--- src/inc/dsrl_pkg.sv ---
// ----------------------------------------------------------------------
// Constants for the software request logic of the two-channel DMA.
// ----------------------------------------------------------------------
package dsrl_pkg;

    // ------------------------------------------------------------------
    // Bus widths and channel count.
    // ------------------------------------------------------------------
    localparam int DSRL_AW     = 16;
    localparam int DSRL_DW     = 8;
    localparam int DSRL_NUM_CH = 2;

    // ------------------------------------------------------------------
    // Register offsets.
    // ------------------------------------------------------------------
    localparam logic [15:0] DSRL_SRR_OFF  = 16'hf009; // Software request.
    localparam logic [15:0] DSRL_CFG_OFF  = 16'hf0c0; // Channel options.
    localparam logic [15:0] DSRL_STAT_OFF = 16'hf0c1; // Arbiter state.

    // ------------------------------------------------------------------
    // Field positions.
    // ------------------------------------------------------------------
    localparam int DSRL_SRR_CS_POS   = 0; // Channel select.
    localparam int DSRL_SRR_REQ_POS  = 2; // Request bit.
    localparam int DSRL_CFG_AUTO_POS = 0; // Auto-initialize.
    localparam int DSRL_CFG_DEM_POS  = 1; // Demand mode, two bits.
    localparam int DSRL_CFG_MSK_POS  = 3; // Hardware mask, two bits.
    localparam int DSRL_STAT_LST_POS = 2; // Channel served last.

    // ------------------------------------------------------------------
    // Reset values.
    // ------------------------------------------------------------------
    localparam logic [7:0] DSRL_SRR_RST = 8'h00;
    localparam logic [7:0] DSRL_CFG_RST = 8'h18; // Hardware masked.

    // ------------------------------------------------------------------
    // Arbiter states.
    // ------------------------------------------------------------------
    typedef enum logic [2:0] {
        DSRL_IDLE  = 3'b001,
        DSRL_SERV0 = 3'b010,
        DSRL_SERV1 = 3'b100
    } dsrl_state_e;

    // Address match, shared by every decode in the block.
    function automatic logic dsrl_hit(input logic [15:0] addr,
                                      input logic [15:0] off);
        dsrl_hit = (addr == off);
    endfunction

endpackage

--- src/logic/dsrl_chan.sv ---
`timescale 1ns/1ps
// ----------------------------------------------------------------------
// One channel: pending software request flag and internal request.
// ----------------------------------------------------------------------
module dsrl_chan
    import dsrl_pkg::*;
(
    input  wire logic clk,      // System clock.
    input  wire logic rst,      // Asynchronous reset, active high.
    input  wire logic sw_set,   // Software request written.
    input  wire logic done,     // Buffer transfer of this channel ended.
    input  wire logic clr_all,  // Auto-initialize clear of both flags.
    input  wire logic hw_req,   // Hardware request line.
    input  wire logic hw_mask,  // Hardware request masked.
    output logic      pend,     // Software request pending.
    output logic      ch_req    // Internal channel request.
);

    logic pend_ff;

    // A set beats a clear in the same cycle so no request is lost;
    // a second set while pending leaves one request, no queue.
    always_ff @(posedge clk or posedge rst) begin
        if (rst) begin
            pend_ff <= 1'b0;
        end else if (sw_set) begin
            pend_ff <= 1'b1;
        end else if (done || clr_all) begin
            pend_ff <= 1'b0;
        end
    end

    // The mask gates only the hardware line, never software requests.
    assign ch_req = pend_ff | (hw_req & ~hw_mask);
    assign pend   = pend_ff;

endmodule

--- src/logic/dsrl_top.sv ---
`timescale 1ns/1ps
// Notes on behaviour
// - Request bit 2 set in a write raises the selected channel's request.
// - Select bit 0 routes the request to channel 0 or channel 1.
// - Software and hardware requests arbitrate on equal terms for the bus.
// - A software request asserts the channel's internal request signal.
// - That request holds until terminal count or end of process.
// - In demand mode a deasserted request suspends the transfer.
// - A channel's request bit clears itself when its transfer completes.
// - Reading shows pending flags: bit 1 channel 1, bit 0 channel 0.
// - Pending flag clears on terminal count or end-of-process input.
// - In auto-initialize mode one end clears both pending flags.
// - After reset the read view returns 00H.
// - Masked hardware requests do not block software requests.
module dsrl_top
    import dsrl_pkg::*;
#(
    parameter int NUM_CH = DSRL_NUM_CH
)
(
    input  wire logic        CLK_SYS,          // System clock, 50 MHz.
    input  wire logic        RESET,            // Async reset, active high.
    input  wire logic [15:0] ADDR,             // Register address.
    input  wire logic [7:0]  WDATA,            // Register write data.
    input  wire logic        WR,               // Write strobe.
    input  wire logic        RD,               // Read strobe.
    output logic      [7:0]  RDATA,            // Read data, next cycle.
    input  wire logic [1:0]  DREQ,             // Hardware requests.
    input  wire logic [1:0]  TC,               // Terminal count pulses.
    input  wire logic        END_OF_PROCESS_N, // External end, active low.
    output logic      [1:0]  CH_REQ,           // Internal requests.
    output logic      [1:0]  GRANT             // Channel holding the bus.
);

    // ------------------------------------------------------------------
    // Elaboration check.
    // ------------------------------------------------------------------
    // The register layout carries exactly two channel flags.
    if (NUM_CH != 2) begin : g_bad_ch
        $error("dsrl_top serves exactly two channels");
    end

    // ------------------------------------------------------------------
    // Declarations.
    // ------------------------------------------------------------------
    dsrl_state_e state_ff;
    dsrl_state_e nxt_state;
    logic [7:0]  cfg_ff;
    logic [7:0]  rdata_ff;
    logic [7:0]  nxt_rdata;
    logic        last_ff;
    logic        nxt_last;
    logic        wr_srr;
    logic        wr_cfg;
    logic        ext_end;
    logic        auto_init;
    logic        clr_all;
    logic [1:0]  demand;
    logic [1:0]  hw_mask;
    logic [1:0]  sw_set;
    logic [1:0]  done;
    logic [1:0]  pend;
    logic [1:0]  ch_req;
    logic [1:0]  serving;

    // ------------------------------------------------------------------
    // Register decode.
    // ------------------------------------------------------------------
    // Write decodes; bits 7-3 and bit 1 of the request write are
    // ignored, so software garbage there cannot alter any flag.
    always_comb begin
        wr_srr = 1'b0;
        wr_cfg = 1'b0;
        if (WR && dsrl_hit(ADDR, DSRL_SRR_OFF)) begin
            wr_srr = 1'b1;
        end else if (WR && dsrl_hit(ADDR, DSRL_CFG_OFF)) begin
            wr_cfg = 1'b1;
        end
    end

    // Channel options written by software.
    always_ff @(posedge CLK_SYS or posedge RESET) begin
        if (RESET) begin
            cfg_ff <= DSRL_CFG_RST;
        end else if (wr_cfg) begin
            cfg_ff <= WDATA;
        end
    end

    assign auto_init = cfg_ff[DSRL_CFG_AUTO_POS];
    assign demand    = cfg_ff[DSRL_CFG_DEM_POS +: 2];
    assign hw_mask   = cfg_ff[DSRL_CFG_MSK_POS +: 2];

    // ------------------------------------------------------------------
    // Software request routing and end of transfer.
    // ------------------------------------------------------------------
    // The select bit steers the request bit to one channel only.
    assign sw_set[0] = wr_srr && WDATA[DSRL_SRR_REQ_POS]
                       && !WDATA[DSRL_SRR_CS_POS];
    assign sw_set[1] = wr_srr && WDATA[DSRL_SRR_REQ_POS]
                       && WDATA[DSRL_SRR_CS_POS];

    // The external end applies to whichever channel holds the bus; an
    // end seen while idle has no transfer to finish and is dropped.
    assign ext_end    = !END_OF_PROCESS_N;
    assign serving[0] = (state_ff == DSRL_SERV0);
    assign serving[1] = (state_ff == DSRL_SERV1);
    assign done[0]    = serving[0] && (TC[0] || ext_end);
    assign done[1]    = serving[1] && (TC[1] || ext_end);
    assign clr_all    = auto_init && (done != 2'b00);

    // ------------------------------------------------------------------
    // Channels.
    // ------------------------------------------------------------------
    for (genvar i = 0; i < 2; i++) begin : g_ch
        dsrl_chan u_chan (
            .clk     (CLK_SYS),
            .rst     (RESET),
            .sw_set  (sw_set[i]),
            .done    (done[i]),
            .clr_all (clr_all),
            .hw_req  (DREQ[i]),
            .hw_mask (hw_mask[i]),
            .pend    (pend[i]),
            .ch_req  (ch_req[i])
        );
    end

    // ------------------------------------------------------------------
    // Priority arbiter.
    // ------------------------------------------------------------------
    // Rotating priority: software and hardware requests look alike to
    // the arbiter, so neither source can starve the other channel.
    always_comb begin
        nxt_state = state_ff;
        nxt_last  = last_ff;
        case (state_ff)
            DSRL_IDLE: begin
                if (ch_req == 2'b11) begin
                    nxt_state = last_ff ? DSRL_SERV0 : DSRL_SERV1;
                    nxt_last  = !last_ff;
                end else if (ch_req[0]) begin
                    nxt_state = DSRL_SERV0;
                    nxt_last  = 1'b0;
                end else if (ch_req[1]) begin
                    nxt_state = DSRL_SERV1;
                    nxt_last  = 1'b1;
                end
            end
            DSRL_SERV0: begin
                if (done[0]) begin
                    nxt_state = DSRL_IDLE;
                end else if (demand[0] && !ch_req[0]) begin
                    nxt_state = DSRL_IDLE;
                end
            end
            DSRL_SERV1: begin
                if (done[1]) begin
                    nxt_state = DSRL_IDLE;
                end else if (demand[1] && !ch_req[1]) begin
                    nxt_state = DSRL_IDLE;
                end
            end
            default: begin
                nxt_state = DSRL_IDLE;
            end
        endcase
    end

    // Arbiter state.
    always_ff @(posedge CLK_SYS or posedge RESET) begin
        if (RESET) begin
            state_ff <= DSRL_IDLE;
        end else begin
            state_ff <= nxt_state;
        end
    end

    // Channel served last; reset favours channel 0 on the first tie.
    always_ff @(posedge CLK_SYS or posedge RESET) begin
        if (RESET) begin
            last_ff <= 1'b1;
        end else begin
            last_ff <= nxt_last;
        end
    end

    // ------------------------------------------------------------------
    // Read path.
    // ------------------------------------------------------------------
    // Read data stand for one cycle only and are zero otherwise, so a
    // stale value can never be mistaken for a fresh answer.
    always_comb begin
        nxt_rdata = 8'h00;
        if (RD && dsrl_hit(ADDR, DSRL_SRR_OFF)) begin
            nxt_rdata = {6'h00, pend};
        end else if (RD && dsrl_hit(ADDR, DSRL_CFG_OFF)) begin
            nxt_rdata = cfg_ff;
        end else if (RD && dsrl_hit(ADDR, DSRL_STAT_OFF)) begin
            nxt_rdata = {5'h00, last_ff, serving};
        end
    end

    // Registered read data.
    always_ff @(posedge CLK_SYS or posedge RESET) begin
        if (RESET) begin
            rdata_ff <= DSRL_SRR_RST;
        end else begin
            rdata_ff <= nxt_rdata;
        end
    end

    assign RDATA  = rdata_ff;
    assign CH_REQ = ch_req;
    assign GRANT  = serving;
endmodule

--- config.mk ---
export PLATFORM = sky130hd
export DESIGN_NAME = dsrl_top
export DESIGN_NICKNAME = d
export VERILOG_FILES = /design/src/inc/dsrl_pkg.sv /design/src/logic/dsrl_chan.sv /design/src/logic/dsrl_top.sv
export SDC_FILE = /design/constraint.sdc
export NUM_CORES = 1
export LEC_CHECK = 0
export ABC_AREA = 1
export BUFFER_PORTS_ARGS = -buffer_cell sky130_fd_sc_hd__clkbuf_2
export CAP_MARGIN = 20
export CORE_ASPECT_RATIO = 0.9
export CORE_UTILIZATION = 51
export CTS_BUF_LIST = sky130_fd_sc_hd__clkbuf_8
export DETAILED_ROUTE_END_ITERATION = 10
export GPL_TIMING_DRIVEN = 0
export PLACE_DENSITY_LB_ADDON = 0.05
export SYNTH_ARGS = -nofsm -noshare
export SYNTH_HDL_FRONTEND = slang
export SYNTH_HIERARCHICAL = 1
export SYNTH_SLANG_ARGS = --single-unit
--- constraint.sdc ---
create_clock -name CLK_SYS -period 1.4 [get_ports CLK_SYS]
set_clock_uncertainty 0.1 [all_clocks]
set_input_delay 0.07 -clock CLK_SYS [delete_from_list [all_inputs] [get_ports CLK_SYS]]
set_output_delay 0.07 -clock CLK_SYS [all_outputs]
set_load 0.02 [all_outputs]
# Yosys cells after proc, flatten, opt, wreduce, memory -nomap -nowiden
# Index checks and enable logic that the tools add are counted.
# totals
regBits	22
output_inout_bits	12
# classes
n_mux	22
n_eq_ne	10
bitwise_logic	6
n_reduce_logical	28
# op_table
operator	count
16-bit == test, second input constant	3
3-bit two-way mux	9
8-bit two-way mux	2
1-bit logical AND	13
1-bit two-way mux	10
3-bit one-hot mux with 3 select lines	1
3-bit by 1-bit != test with 1-bit output, second input constant	2
2-bit nonzero test	3
1-bit logical NOT	5
1-bit logical OR	4
4-bit by 2-bit != test with 1-bit output, second input constant	1
3-bit by 1-bit == test with 1-bit output, second input constant	1
3-bit by 2-bit == test with 1-bit output, second input constant	1
3-bit == test, second input constant	1
3-bit AND reduction	1
3-bit nonzero test	1
1-bit AND	2
2-bit == test, second input constant	1
1-bit NOT	2
1-bit bitwise OR	2
2-bit AND reduction	1

# Logic depth before layout (Yosys ltp)
# Gate-level depths: netlist (run 1).
# depth
word_depth	8
ltp_mapped	8
mapped_depth_nobuf	8

# Cells and area by module
# Netlist (run 1), hierarchy kept.
# by_module_without_submodules
mod	area_per_inst_um2	cells_per_inst	n_inst
dsrl_top	1109.8	133	1
dsrl_chan	71.3	9	2

# Worst setup path after synthesis (run 1)
# OpenSTA, ideal clock, no wires.
# synth_path
kind	reg-to-reg
startpoint	register state_ff[0]
endpoint	register g_ch[0].u_chan.pend_ff
stages_incl_launch_ff	7
arrival_ps	1271
path_slack_ps	-88
t_required_ps	1183
synth_period_minus_slack_ps	1488
path_buffers	0
cell_sequence	dfstp_2 -> nor3_2 -> o21ai_1 -> a21boi_1 -> inv_1 -> nand3_1 -> nand2_1
# synth_via
elab_chain_len	6
# synth_rtl
item	line	rtl
start: declaration	dsrl_top.sv:46	dsrl_state_e state_ff;
start signal: assignment	dsrl_top.sv:175	state_ff <= nxt_state;
3-bit by 2-bit == test with 1-bit output	dsrl_top.sv:106	assign serving[0] = (state_ff == DSRL_SERV0);
named net GRANT[0]	dsrl_top.sv:32	output logic [1:0] GRANT
1-bit logical AND	dsrl_top.sv:108	assign done[0] = serving[0] && (TC[0] || ext_end);
2-bit nonzero test	dsrl_top.sv:110	assign clr_all = auto_init && (done != 2'b00);
1-bit logical AND	dsrl_top.sv:110	
named net clr_all	dsrl_top.sv:57	logic clr_all;
1-bit logical OR	dsrl_chan.sv:28	end else if (done || clr_all) begin
2-bit nonzero test (no line)	-	
end signal: assignment	dsrl_chan.sv:25	pend_ff <= 1'b0;
end signal: assignment	dsrl_chan.sv:27	pend_ff <= 1'b1;
end signal: assignment	dsrl_chan.sv:29	pend_ff <= 1'b0;
end: declaration	dsrl_chan.sv:19	logic pend_ff;
# The timed path passes the listed nets, and every way through them passes these cells.
# A chain may end at the register's enable or synchronous reset.

# Final worst setup path (run 1)
# layout_path
startpoint	register state_ff[2]
endpoint	register g_ch[0].u_chan.pend_ff
# layout_via
elab_chain_len	6
# layout_rtl
item	line
3-bit by 2-bit == test with 1-bit output or 3-bit == test (tied branches)	dsrl_top.sv:106, dsrl_top.sv:107
1-bit logical AND, on equally long branches	dsrl_top.sv:108, dsrl_top.sv:109
2-bit nonzero test (*)	dsrl_top.sv:110
1-bit logical AND (*)	dsrl_top.sv:110
named net clr_all	dsrl_top.sv:57
1-bit logical OR (*)	dsrl_chan.sv:28
2-bit nonzero test (no line) (*)	-
# The timed path passes the listed nets; every way through them passes the cells marked *.

==> reports/metrics.cfg, run 1 <==
[run_status]
status=finished with violations
violations=negative setup slack

[routing]
route.vias.total=1131
drt-initial-drc-count=18
routed_wirelength_microns=2669
detail_route.vias_per_cell=4.752
wl_per_cell_microns=11.21
residual_drc=0
ant_nets=0
detailedRoute.firstPassIterationCount=4

[critical_path]
worstPathCellList=buf_6 > nor3_4 > o21ai_2 > a21boi_2 > inv_1 > nand3_2 > nand2_2
critical_path.slowest_cell=dfrtp_1
worst_ep_required_time_ns=1.46
cp-end-kind=register
timing.rr.end=g_ch[0].u_chan/pend$_DFFE_PP0P_
critPathArrivalTime_ns=1.48
rrSetupSlack_ns=-0.02
critPathLaunch=state_ff[2]$_DFFE_PP0P_
max_stage_delay_ns=0.40
setup.worst_path.class=reg2reg
crit-reg2reg-launch=state_ff[2]$_DFFE_PP0P_
crit_fanout=4
launching_element_type_of_the_critical_path=register
r2r_cells=7

[global_routing]
global_route.peak_usage_layer=met2
grt_antenna_before_repair=0
overflow=0
global_route_wire_length_before_repair_microns=4623
grt_max_degree=21
via_count_of_the_first_global_routing_pass=1150
grt_use_met1_pct=29.78
grt.met3_usage_pct=4.361
global_route.usage.met2_pct=40.04
grt_use_total_pct=23.81

[die]
ios=45
die_height_microns=49.01
num_rows=16
die-area_sq_um=2658
chipWidth_microns=54.24
floorplan.initialDensity_pct=55.86
coreArea_sq_um=2242

[cts]
clk_pin_slew_worst_paths_ns=0.08
cts_made_buffers=3
clk-insertion-delay-late_ns=0.26
cts.sink_count=22
tritoncts=done
cts-htree-levels=1
clockBufferDepth=2
cts_root_buffer=clkbuf_8

[power_and_ir_drop]
seq_power_share_pct=43.6
internal-power_w=0.001268
vdd.ir_drop.worst_mv=1.141
p_switching_w=0.0005010
power.static_leakage_nw=0.9327
p_sw_share_pct=28.31
combinationalPowerShare_pct=22.7
pwr-share-clk_pct=33.7
p_per_area_nw_per_um2=1022

[synth]
synth_fp_nets=184
synth.distinct_cells=24
synth_area_leaders=dfrtp_1, inv_1, dfstp_2, nand2_1, o21ai_2
yosysTopAreaCell=dfrtp_1
synth_top_area_share_pct=35.96
synth_area_sq_um=1252
predominant_post_synthesis_flop_cell=dfrtp_1
synth_edf_count=0
async_reset_ff_share_pct=100.0
post_synth.cell_area_avg_sq_um=8.294
post-synth-top-count-cell=inv_1
synth_cells=151
synth_top_cells_by_count=inv_1, nand2_1, dfrtp_1, nor2_1, o21ai_2
synth_warnings=6
ys_seq_elements=22
synth_sequential_area_ratio_pct=44.36

[place]
post-dp-hpwl_microns=1900
port_buffers=44
routability_cong=0.7930
cell_area_reported_after_detailed_placement_sq_um=1519

[worst_hold_path]
hp-class=in2reg
worst_hold_path.num_cells=4
whs_endpoint=state_ff[1]$_DFFE_PP0P_
startpoint_of_the_worst_hold_path=TC[0]

[sta]
finalSetupTns_ns=-0.03209
max_slew.worst_pin.slew_ns=0.7245
period_share_pct=101.5
setup_violations=2
finalCriticalPeriod_ns=1.421
drv_slew=0
slew_headroom_pct=51.65
grt_setup_unrepaired=true
report.final.hold_viol_count=0
post-route-worst-setup-slack_ns=-0.02062
timing.fmax_mhz=703.9

[flow_run]
cap_violations=0

[finish]
final_cell_area_sq_um=1730
area_delta_synth_final_pct=38.16
num_antenna_cells=0
layout_cell_share_with_drive_strength_beyond_1_pct=42.65
utilization_pct=77.18
finalNetCount=245

==> area by class of cell <==
cell class / instances / area [sq um]
well taps: 27 / 33.78
plain buffers: 1 / 11.26
repair buffers: 56 / 336.6
inverters: 36 / 135.1
flip-flops and latches: 22 / 555.5
clock buffers: 3 / 41.29
fillers: 181 / 511.7
clock inverters: 1 / 30.03
multi-input cells: 92 / 586.8
==> worst max path at each step <==
stage	endpoint	slack (ns)	depth (start not counted)
after floorplan	g_ch[0].u_chan/pend$_DFFE_PP0P_	0.007	7
after global placement	g_ch[0].u_chan/pend$_DFFE_PP0P_	0.04	7
after detailed placement	g_ch[0].u_chan/pend$_DFFE_PP0P_	0.03	7
after CTS	g_ch[0].u_chan/pend$_DFFE_PP0P_	0.008	7
after global routing	g_ch[0].u_chan/pend$_DFFE_PP0P_	-0.07	7
final	g_ch[0].u_chan/pend$_DFFE_PP0P_	-0.02	7
==> per-layer routing <==
metal  vias to the layer above  routed length [microns]  part of all wire [%]
met5                         -                        0                     0
met4                         0                       29                   1.1
met3                         4                      139                   5.2
met2                        41                     1373                    51
met1                       502                     1127                    42
li1                        584                        -                     -
==> power by group through the flow <==
stage	Clock (W)	Combinational, W	Sequential, W
finish	0.000597	0.000402	0.000771
global route	0.000633	0.000452	0.000776
CTS	0.000602	0.000334	0.000773
detailed placement	0	0.000308	0.000784
global placement	0	0.000303	0.000780
floorplan	0	0.000210	0.000775
==> cells by family after synthesis <==
group / after synthesis / synth area share, %
flops: 22 / 44.36
compound gates: 18 / 12.19
buf+inv: 37 / 11.69
simple gates: 74 / 31.77
==> stage by stage <==
step           hold slack, ns  setup slack, ns  instances  total power, W
2_1_floorplan         -0.3013         0.006668        151       0.0009843
3_3_place_gp          -0.1909          0.04233        222        0.001083
3_5_place_dp          -0.1846          0.02605        222        0.001092
4_1_cts               0.02435         0.007553        235        0.001709
5_1_grt               0.07472         -0.06876        238        0.001861
6_report              0.03324         -0.02062        238        0.001769
==> critical path: cells and delay by family (launching register included) <==
family                 cells  cell delay [ns]
and+or+nand+nor            3             0.35
DFF                        1             0.40
AOI/OAI and AO/OA          2             0.27
buffers and inverters      2             0.19
==> cells in the final DEF, fill, tap and decap left out, types with 2 or more instances in the layout <==
cell | synthesis | layout
clkbuf_2 | 0 | 42
inv_1 | 33 | 32
nand2_1 | 28 | 27
dfrtp_1 | 18 | 18
nor2_1 | 18 | 18
o21ai_2 | 8 | 10
dlygate4sd3_1 | 0 | 9
nand4_1 | 6 | 6
nand2_2 | 3 | 4
inv_2 | 3 | 4
nand3_1 | 6 | 4
dfstp_2 | 4 | 4
nor2_2 | 3 | 3
nand3_2 | 1 | 3
clkbuf_8 | 0 | 3
nor2_4 | 2 | 2
nand3_4 | 2 | 2
buf_6 | 1 | 2
nor3_4 | 0 | 2
o21ai_1 | 4 | 2
or2_0 | 2 | 2
o21bai_4 | 2 | 2
buf_2 | 0 | 2
buf_4 | 0 | 2
==> flip-flops by register name (all words and copies together), names as in the netlist <==
register          count
g_ch.u_chan/pend      2
last_ff               1
RDATA                 8
state_ff              3
cfg_ff                8
==> repair_timing <==
item | CTS | global route
resized for setup | 0 | 10
setup endpoints to repair | 0 | 2
hold endpoints to repair | 27 | 0
hold buffers | 9 | 0
setup buffers | 0 | 3
(Power assumes the default switching activity.)
==> run 2: changes to the inputs <==
--- a/config.mk
+++ b/config.mk
@@ -9,7 +9,7 @@
 export BUFFER_PORTS_ARGS = -buffer_cell sky130_fd_sc_hd__clkbuf_2
 export CAP_MARGIN = 20
 export CORE_ASPECT_RATIO = 0.9
-export CORE_UTILIZATION = 51
+export CORE_UTILIZATION = 55
 export CTS_BUF_LIST = sky130_fd_sc_hd__clkbuf_8
 export DETAILED_ROUTE_END_ITERATION = 10
 export GPL_TIMING_DRIVEN = 0
==> constraint.sdc (replaced) <==
create_clock -name CLK_SYS -period 1.8 [get_ports CLK_SYS]
set_clock_uncertainty 0.1 [all_clocks]
set_input_delay 0.09 -clock CLK_SYS [delete_from_list [all_inputs] [get_ports CLK_SYS]]
set_output_delay 0.09 -clock CLK_SYS [all_outputs]
set_load 0.02 [all_outputs]
==> run 2 against run 1 <==
  * The flow now finishes without violations
  * Setup slack better by 0.38 ns
  * Final cell count is 1.3% lower
  * Register-to-register slack better by 0.38 ns
  * Critical path type unchanged
  * Utilization shrank 0.79 points
  * Largest cell class is now sequential cells
  * Total power decreased by 33%
  * Critical endpoint is now g_ch[1].u_chan/pend$_DFFE_PP0P_
  * Highest routed layer unchanged
==> reports/metrics.cfg, run 2 (same netlist as run 1, synthesis figures left out) <==
[die]
num_rows=16
coreArea_sq_um=2162
ios=45
chipWidth_microns=52.30
floorplan.initialDensity_pct=57.93
die_height_microns=47.27
die-area_sq_um=2472

[critical_path]
launching_element_type_of_the_critical_path=register
timing.rr.end=g_ch[1].u_chan/pend$_DFFE_PP0P_
rrSetupSlack_ns=0.36
max_stage_delay_ns=0.39
worstPathCellList=nor3_2 > o21ai_1 > a21boi_1 > inv_1 > nand3_1 > nand2_1
setup.worst_path.class=reg2reg
r2r_cells=6
worst_ep_required_time_ns=1.86
critPathArrivalTime_ns=1.50
worst_path_dominant_cell_family=simple AND/OR/NAND/NOR gates
crit_fanout=4
crit-reg2reg-launch=state_ff[0]$_DFFE_PP1P_
cp-end-kind=register
path_buf_inv=1
critical_path.slowest_cell=dfstp_2

[routing]
wl_per_cell_microns=11.45
drt-initial-drc-count=25
route.vias.total=1129
detail_route.vias_per_cell=4.804
residual_drc=0
detailedRoute.firstPassIterationCount=5
routed_wirelength_microns=2691
ant_nets=0

[global_routing]
global_route_wire_length_before_repair_microns=4278
grt_use_total_pct=24.43
via_count_of_the_first_global_routing_pass=1001
grt_max_degree=21
overflow=0
grt_antenna_before_repair=0

[worst_hold_path]
worst_hold_path.num_cells=4
hp-class=in2reg
whs_endpoint=state_ff[1]$_DFFE_PP0P_
startpoint_of_the_worst_hold_path=TC[0]

[finish]
layout_cell_share_with_drive_strength_beyond_1_pct=38.46
area_delta_synth_final_pct=31.87
fillerInstances=161
num_antenna_cells=0
final_cell_mix=clkbuf_2, inv_1, nand2_1
most_frequent_standard_cell_in_the_layout_excluding_fill_and_tap_cells=clkbuf_2
finalNetCount=242

[run_status]
status=complete, no violations

[power_and_ir_drop]
power.static_leakage_nw=0.9046
vdd.ir_drop.worst_mv=0.5126
p_per_area_nw_per_um2=716.1

[sta]
timing.fmax_mhz=692.7
setup_violations=0
report.final.hold_viol_count=0
finalCriticalPeriod_ns=1.444
grt_setup_unrepaired=false
max_slew.worst_pin.slew_ns=0.7208
slew_headroom_pct=51.89
timing.hold.ws_ns=0.03465
finalSetupTns_ns=0
period_share_pct=80.20
drv_slew=0

[place]
port_buffers=44
post-dp-hpwl_microns=1969
routability_cong=0.8148

[cts]
clk_pin_slew_worst_paths_ns=0.08
cts_repair_resizes=0
clk-insertion-delay-late_ns=0.26
cts_root_buffer=clkbuf_8
holdBufCountCts=9
clockBufferDepth=2
cts.sink_count=22
cts_made_buffers=3
tritoncts=done
cts.repair_timing.setup_buffer_count=0
cts-htree-levels=1

[flow_run]
cap_violations=0

## run 2: cell types whose count changed in the layout (fill, tap and decap cells not counted), moves of 2 or more
cell | before | now
buf_2 | 2 | 0
buf_4 | 2 | 0
clkbuf_2 | 42 | 44
nand3_1 | 4 | 6
nand3_2 | 3 | 1
nor3_2 | 0 | 2
nor3_4 | 2 | 0
o21ai_1 | 2 | 4
o21ai_2 | 10 | 8
## run 2: per-stage QoR
| step | utilization [%] | std cells | power [W] | area [sq um] | setup WS [ns] |
|---|---|---|---|---|---|
| floorplan | - | 151 | 0.0007384 | 1252 | 0.3118 |
| global placement | 69.68 | 222 | 0.0008147 | 1506 | 0.4139 |
| detailed placement | 69.68 | 222 | 0.0008238 | 1506 | 0.3814 |
| CTS | 76.39 | 235 | 0.001184 | 1652 | 0.3704 |
| global route | 76.39 | 235 | 0.001248 | 1652 | 0.2553 |
| finish | 76.39 | 235 | 0.001183 | 1652 | 0.3565 |
## run 2: power breakdown
| group | switching [W] | internal, W | total (W) | leakage, nW |
|---|---|---|---|---|
| Sequential | 0.0000313 | 0.000553 | 0.000585 | 0.292 |
| Clock | 0.000156 | 0.000195 | 0.000351 | 0.0288 |
| Combinational | 0.000151 | 0.0000958 | 0.000247 | 0.584 |
| Total | 0.000339 | 0.000844 | 0.00118 | 0.905 |
## run 2: cell type report
cell class | count | area, sq um | area share, %
repair buffers | 53 | 310.3 | 18.79
well taps | 27 | 33.78 | 2.045
plain buffers | 1 | 11.26 | 0.6818
clock buffers | 4 | 55.05 | 3.333
multi-input cells | 92 | 550.5 | 33.33
flip-flops and latches | 22 | 555.5 | 33.64
inverters | 36 | 135.1 | 8.182
## run 2: how the worst max path moves through the flow
stage                       startpoint                               to  slack, ns  cells past startpoint
2_1_floorplan  state_ff[0]$_DFFE_PP1P_  g_ch[0].u_chan/pend$_DFFE_PP0P_       0.31                      6
3_3_place_gp   state_ff[0]$_DFFE_PP1P_  g_ch[1].u_chan/pend$_DFFE_PP0P_       0.41                      6
3_5_place_dp   state_ff[0]$_DFFE_PP1P_  g_ch[1].u_chan/pend$_DFFE_PP0P_       0.38                      6
4_1_cts        state_ff[0]$_DFFE_PP1P_  g_ch[1].u_chan/pend$_DFFE_PP0P_       0.37                      6
5_1_grt        state_ff[0]$_DFFE_PP1P_  g_ch[1].u_chan/pend$_DFFE_PP0P_       0.26                      6
6_report       state_ff[0]$_DFFE_PP1P_  g_ch[1].u_chan/pend$_DFFE_PP0P_       0.36                      6
## run 2: worst min-delay path, cell delays in order
cell,delay (ns)
clkbuf_2,0.09
nor2_1,0.04
nand3_1,0.08
o21ai_1,0.06
## run 2: per-layer routing
layer,vias to the layer above,global-route usage (%),part of all wire (%)
li1,576,-,-
met1,505,30.10,41
met2,45,41.77,53
met3,3,7.120,6.2
met4,0,7.895,0.45
met5,-,0,0
==> run 3: changes to the inputs <==
--- a/config.mk
+++ b/config.mk
@@ -5,11 +5,11 @@
 export SDC_FILE = /design/constraint.sdc
 export NUM_CORES = 1
 export LEC_CHECK = 0
-export ABC_AREA = 1
+export ABC_AREA = 0
 export BUFFER_PORTS_ARGS = -buffer_cell sky130_fd_sc_hd__clkbuf_2
 export CAP_MARGIN = 20
 export CORE_ASPECT_RATIO = 0.9
-export CORE_UTILIZATION = 55
+export CORE_UTILIZATION = 49
 export CTS_BUF_LIST = sky130_fd_sc_hd__clkbuf_8
 export DETAILED_ROUTE_END_ITERATION = 10
 export GPL_TIMING_DRIVEN = 0
==> constraint.sdc (replaced) <==
create_clock -name CLK_SYS -period 1.4 [get_ports CLK_SYS]
set_clock_uncertainty 0.1 [all_clocks]
set_input_delay 0.07 -clock CLK_SYS [delete_from_list [all_inputs] [get_ports CLK_SYS]]
set_output_delay 0.07 -clock CLK_SYS [all_outputs]
set_load 0.02 [all_outputs]
==> run 3 against run 2 <==
  * The run now ends with negative setup slack left
  * Total power up 64%
  * Flip-flop and latch count unchanged
  * Critical path depth unchanged
  * Die area down 2.7%
  * Utilization up 14 points
  * Sequential share of layout area down 2.5 points
  * Final area up 8.3%
  * First-iteration DRC count down 44%
  * Synthesized cell count down 34%
  * Register-to-register slack worse by 0.49 ns
  * Critical path type is now in2reg
  * Largest cell class is now multi-input combinational cells
  * Highest routed layer unchanged
==> reports/metrics.cfg, run 3 <==
[synth]
synth_warnings=6
ys_seq_elements=22
synth_edf_count=0
synth_cells=99
synth_sequential_area_ratio_pct=51.21
synth.distinct_cells=30
predominant_post_synthesis_flop_cell=dfrtp_1
synth_top_area_share_pct=41.52
synth_fp_nets=132
synth_area_leaders=dfrtp_1, dfstp_2, mux2_2, and2_1, a21o_1
synth_area_sq_um=1085
post_synth.cell_area_avg_sq_um=10.96
yosysTopAreaCell=dfrtp_1
post-synth-top-count-cell=dfrtp_1
synth_top_cells_by_count=dfrtp_1, inv_1, mux2_2
async_reset_ff_share_pct=100.0

[finish]
most_frequent_standard_cell_in_the_layout_excluding_fill_and_tap_cells=clkbuf_2
final_cell_mix=clkbuf_2, dfrtp_1, dlygate4sd3_1
area_delta_synth_final_pct=64.94
final_cell_area_sq_um=1789
finalNetCount=201
layout_cell_share_with_drive_strength_beyond_1_pct=60.48
num_antenna_cells=0

[sta]
slew_headroom_pct=50.74
drv_slew=0
finalSetupTns_ns=-1.464
finalCriticalPeriod_ns=1.539
max_slew.worst_pin.slew_ns=0.7382
setup_violations=14
report.final.hold_viol_count=0
timing.hold.ws_ns=0.007716
post-route-worst-setup-slack_ns=-0.1394
grt_setup_unrepaired=true
timing.fmax_mhz=649.6
period_share_pct=110.0

[cts]
clk-insertion-delay-late_ns=0.26
cts.sink_count=22
cts_made_buffers=3
clk_pin_slew_worst_paths_ns=0.08
clockBufferDepth=2
tritoncts=done
cts-htree-levels=1
cts_root_buffer=clkbuf_8

[place]
cell_area_reported_after_detailed_placement_sq_um=1353
post-dp-hpwl_microns=1805
port_buffers=44
routability_cong=0.8682
worst_case_setup_slack_after_placement_ns=-0.4939

[flow_run]
cap_violations=0

[die]
floorplan.initialDensity_pct=54.53
die_height_microns=46.64
die-area_sq_um=2406
coreArea_sq_um=1989
num_rows=15
chipWidth_microns=51.60
ios=45

[critical_path]
launching_element_type_of_the_critical_path=primary input
crit_fanout=8
setup.worst_path.class=in2reg
cp-end-kind=register
worst_ep_required_time_ns=1.45
critPathArrivalTime_ns=1.59

[power_and_ir_drop]
power.static_leakage_nw=0.8952
overall_power_after_layout_w=0.001937
p_per_area_nw_per_um2=1083
vdd.ir_drop.worst_mv=1.260

[global_routing]
grt_max_degree=21
grt_use_total_pct=26.19
global_route_wire_length_before_repair_microns=4436
grt_antenna_before_repair=0
via_count_of_the_first_global_routing_pass=1016
overflow=0

[routing]
wl_per_cell_microns=16.94
detailedRoute.firstPassIterationCount=5
route.vias.total=1057
routed_wirelength_microns=3252
drt-initial-drc-count=14
ant_nets=0
detail_route.vias_per_cell=5.505
residual_drc=0

[run_status]
status=finished with violations
violations=negative setup slack

[worst_hold_path]
hp-class=in2reg

[run 3: report_power, final]
group | internal, W | switching, W
clock network | 0.000382 | 0.000210
logic | 0.000284 | 0.000276
registers | 0.000713 | 0.0000715
[run 3: cell families (layout without fill, tap and decap cells)]
kind of cell	Yosys count	after routing	synth area share (%)
simple gates	42	42	25.60
compound gates	18	18	11.07
flops	22	22	51.21
mux	8	8	8.305
buf+inv	9	77	3.806
[run 3: final cells by class]
cell class,instances,area (sq um)
clock buffer,3,41.29
tap,25,31.28
buffer,1,11.26
inverter,8,32.53
multi-input combinational,68,648.1
fill,94,200.2
timing repair buffer,64,437.9
sequential,22,556.8
clock inverter,1,30.03
[run 3: what timing repair did]
item,CTS,global route
gates resized for setup,17,36
hold buffers,10,0
pin swaps,9,14
hold endpoints to repair,27,0
endpoints found under the setup margin,17,24
buffers inserted,6,4
[run 3: through the flow]
step	std cells	util, %
finish	192	89.94
detailed placement	168	67.99
global route	192	89.94
global placement	168	67.99
floorplan	99	-
CTS	188	82.01
[run 3: path summary, 6_finish.rpt]
check	startpoint	to	depth (start not counted)	slack, ns
max	ADDR[1]	cfg_ff[0]$_DFFE_PP0P_	6	-0.14
max in group asynchronous	RESET	state_ff[1]$_DFFE_PP0P_	3	0.29
max reg2reg	state_ff[1]$_DFFE_PP0P_	g_ch[1].u_chan/pend$_DFFE_PP0P_	5	-0.13
min	ADDR[10]	RDATA[1]$_DFF_PP0_	4	0.008
min in group asynchronous	RESET	g_ch[1].u_chan/pend$_DFFE_PP0P_	3	0.11
min reg2reg	cfg_ff[7]$_DFFE_PP0P_	RDATA[7]$_DFF_PP0_	1	0.40
[run 3: worst max-delay path: stages]
cell and delay, ns:
buf_6 0.09, or4_4 0.54, nor4_4 0.23, and2b_1 0.17, buf_6 0.17, mux2_4 0.31
[run 3: metal layers]
metal | GRT usage [%] | routed length (microns) | vias up
met5 | 0 | 0 | -
met4 | 5.946 | 59 | 0
met3 | 7.261 | 185 | 12
met2 | 51.95 | 1760 | 49
met1 | 27.55 | 1247 | 508
li1 | - | - | 488
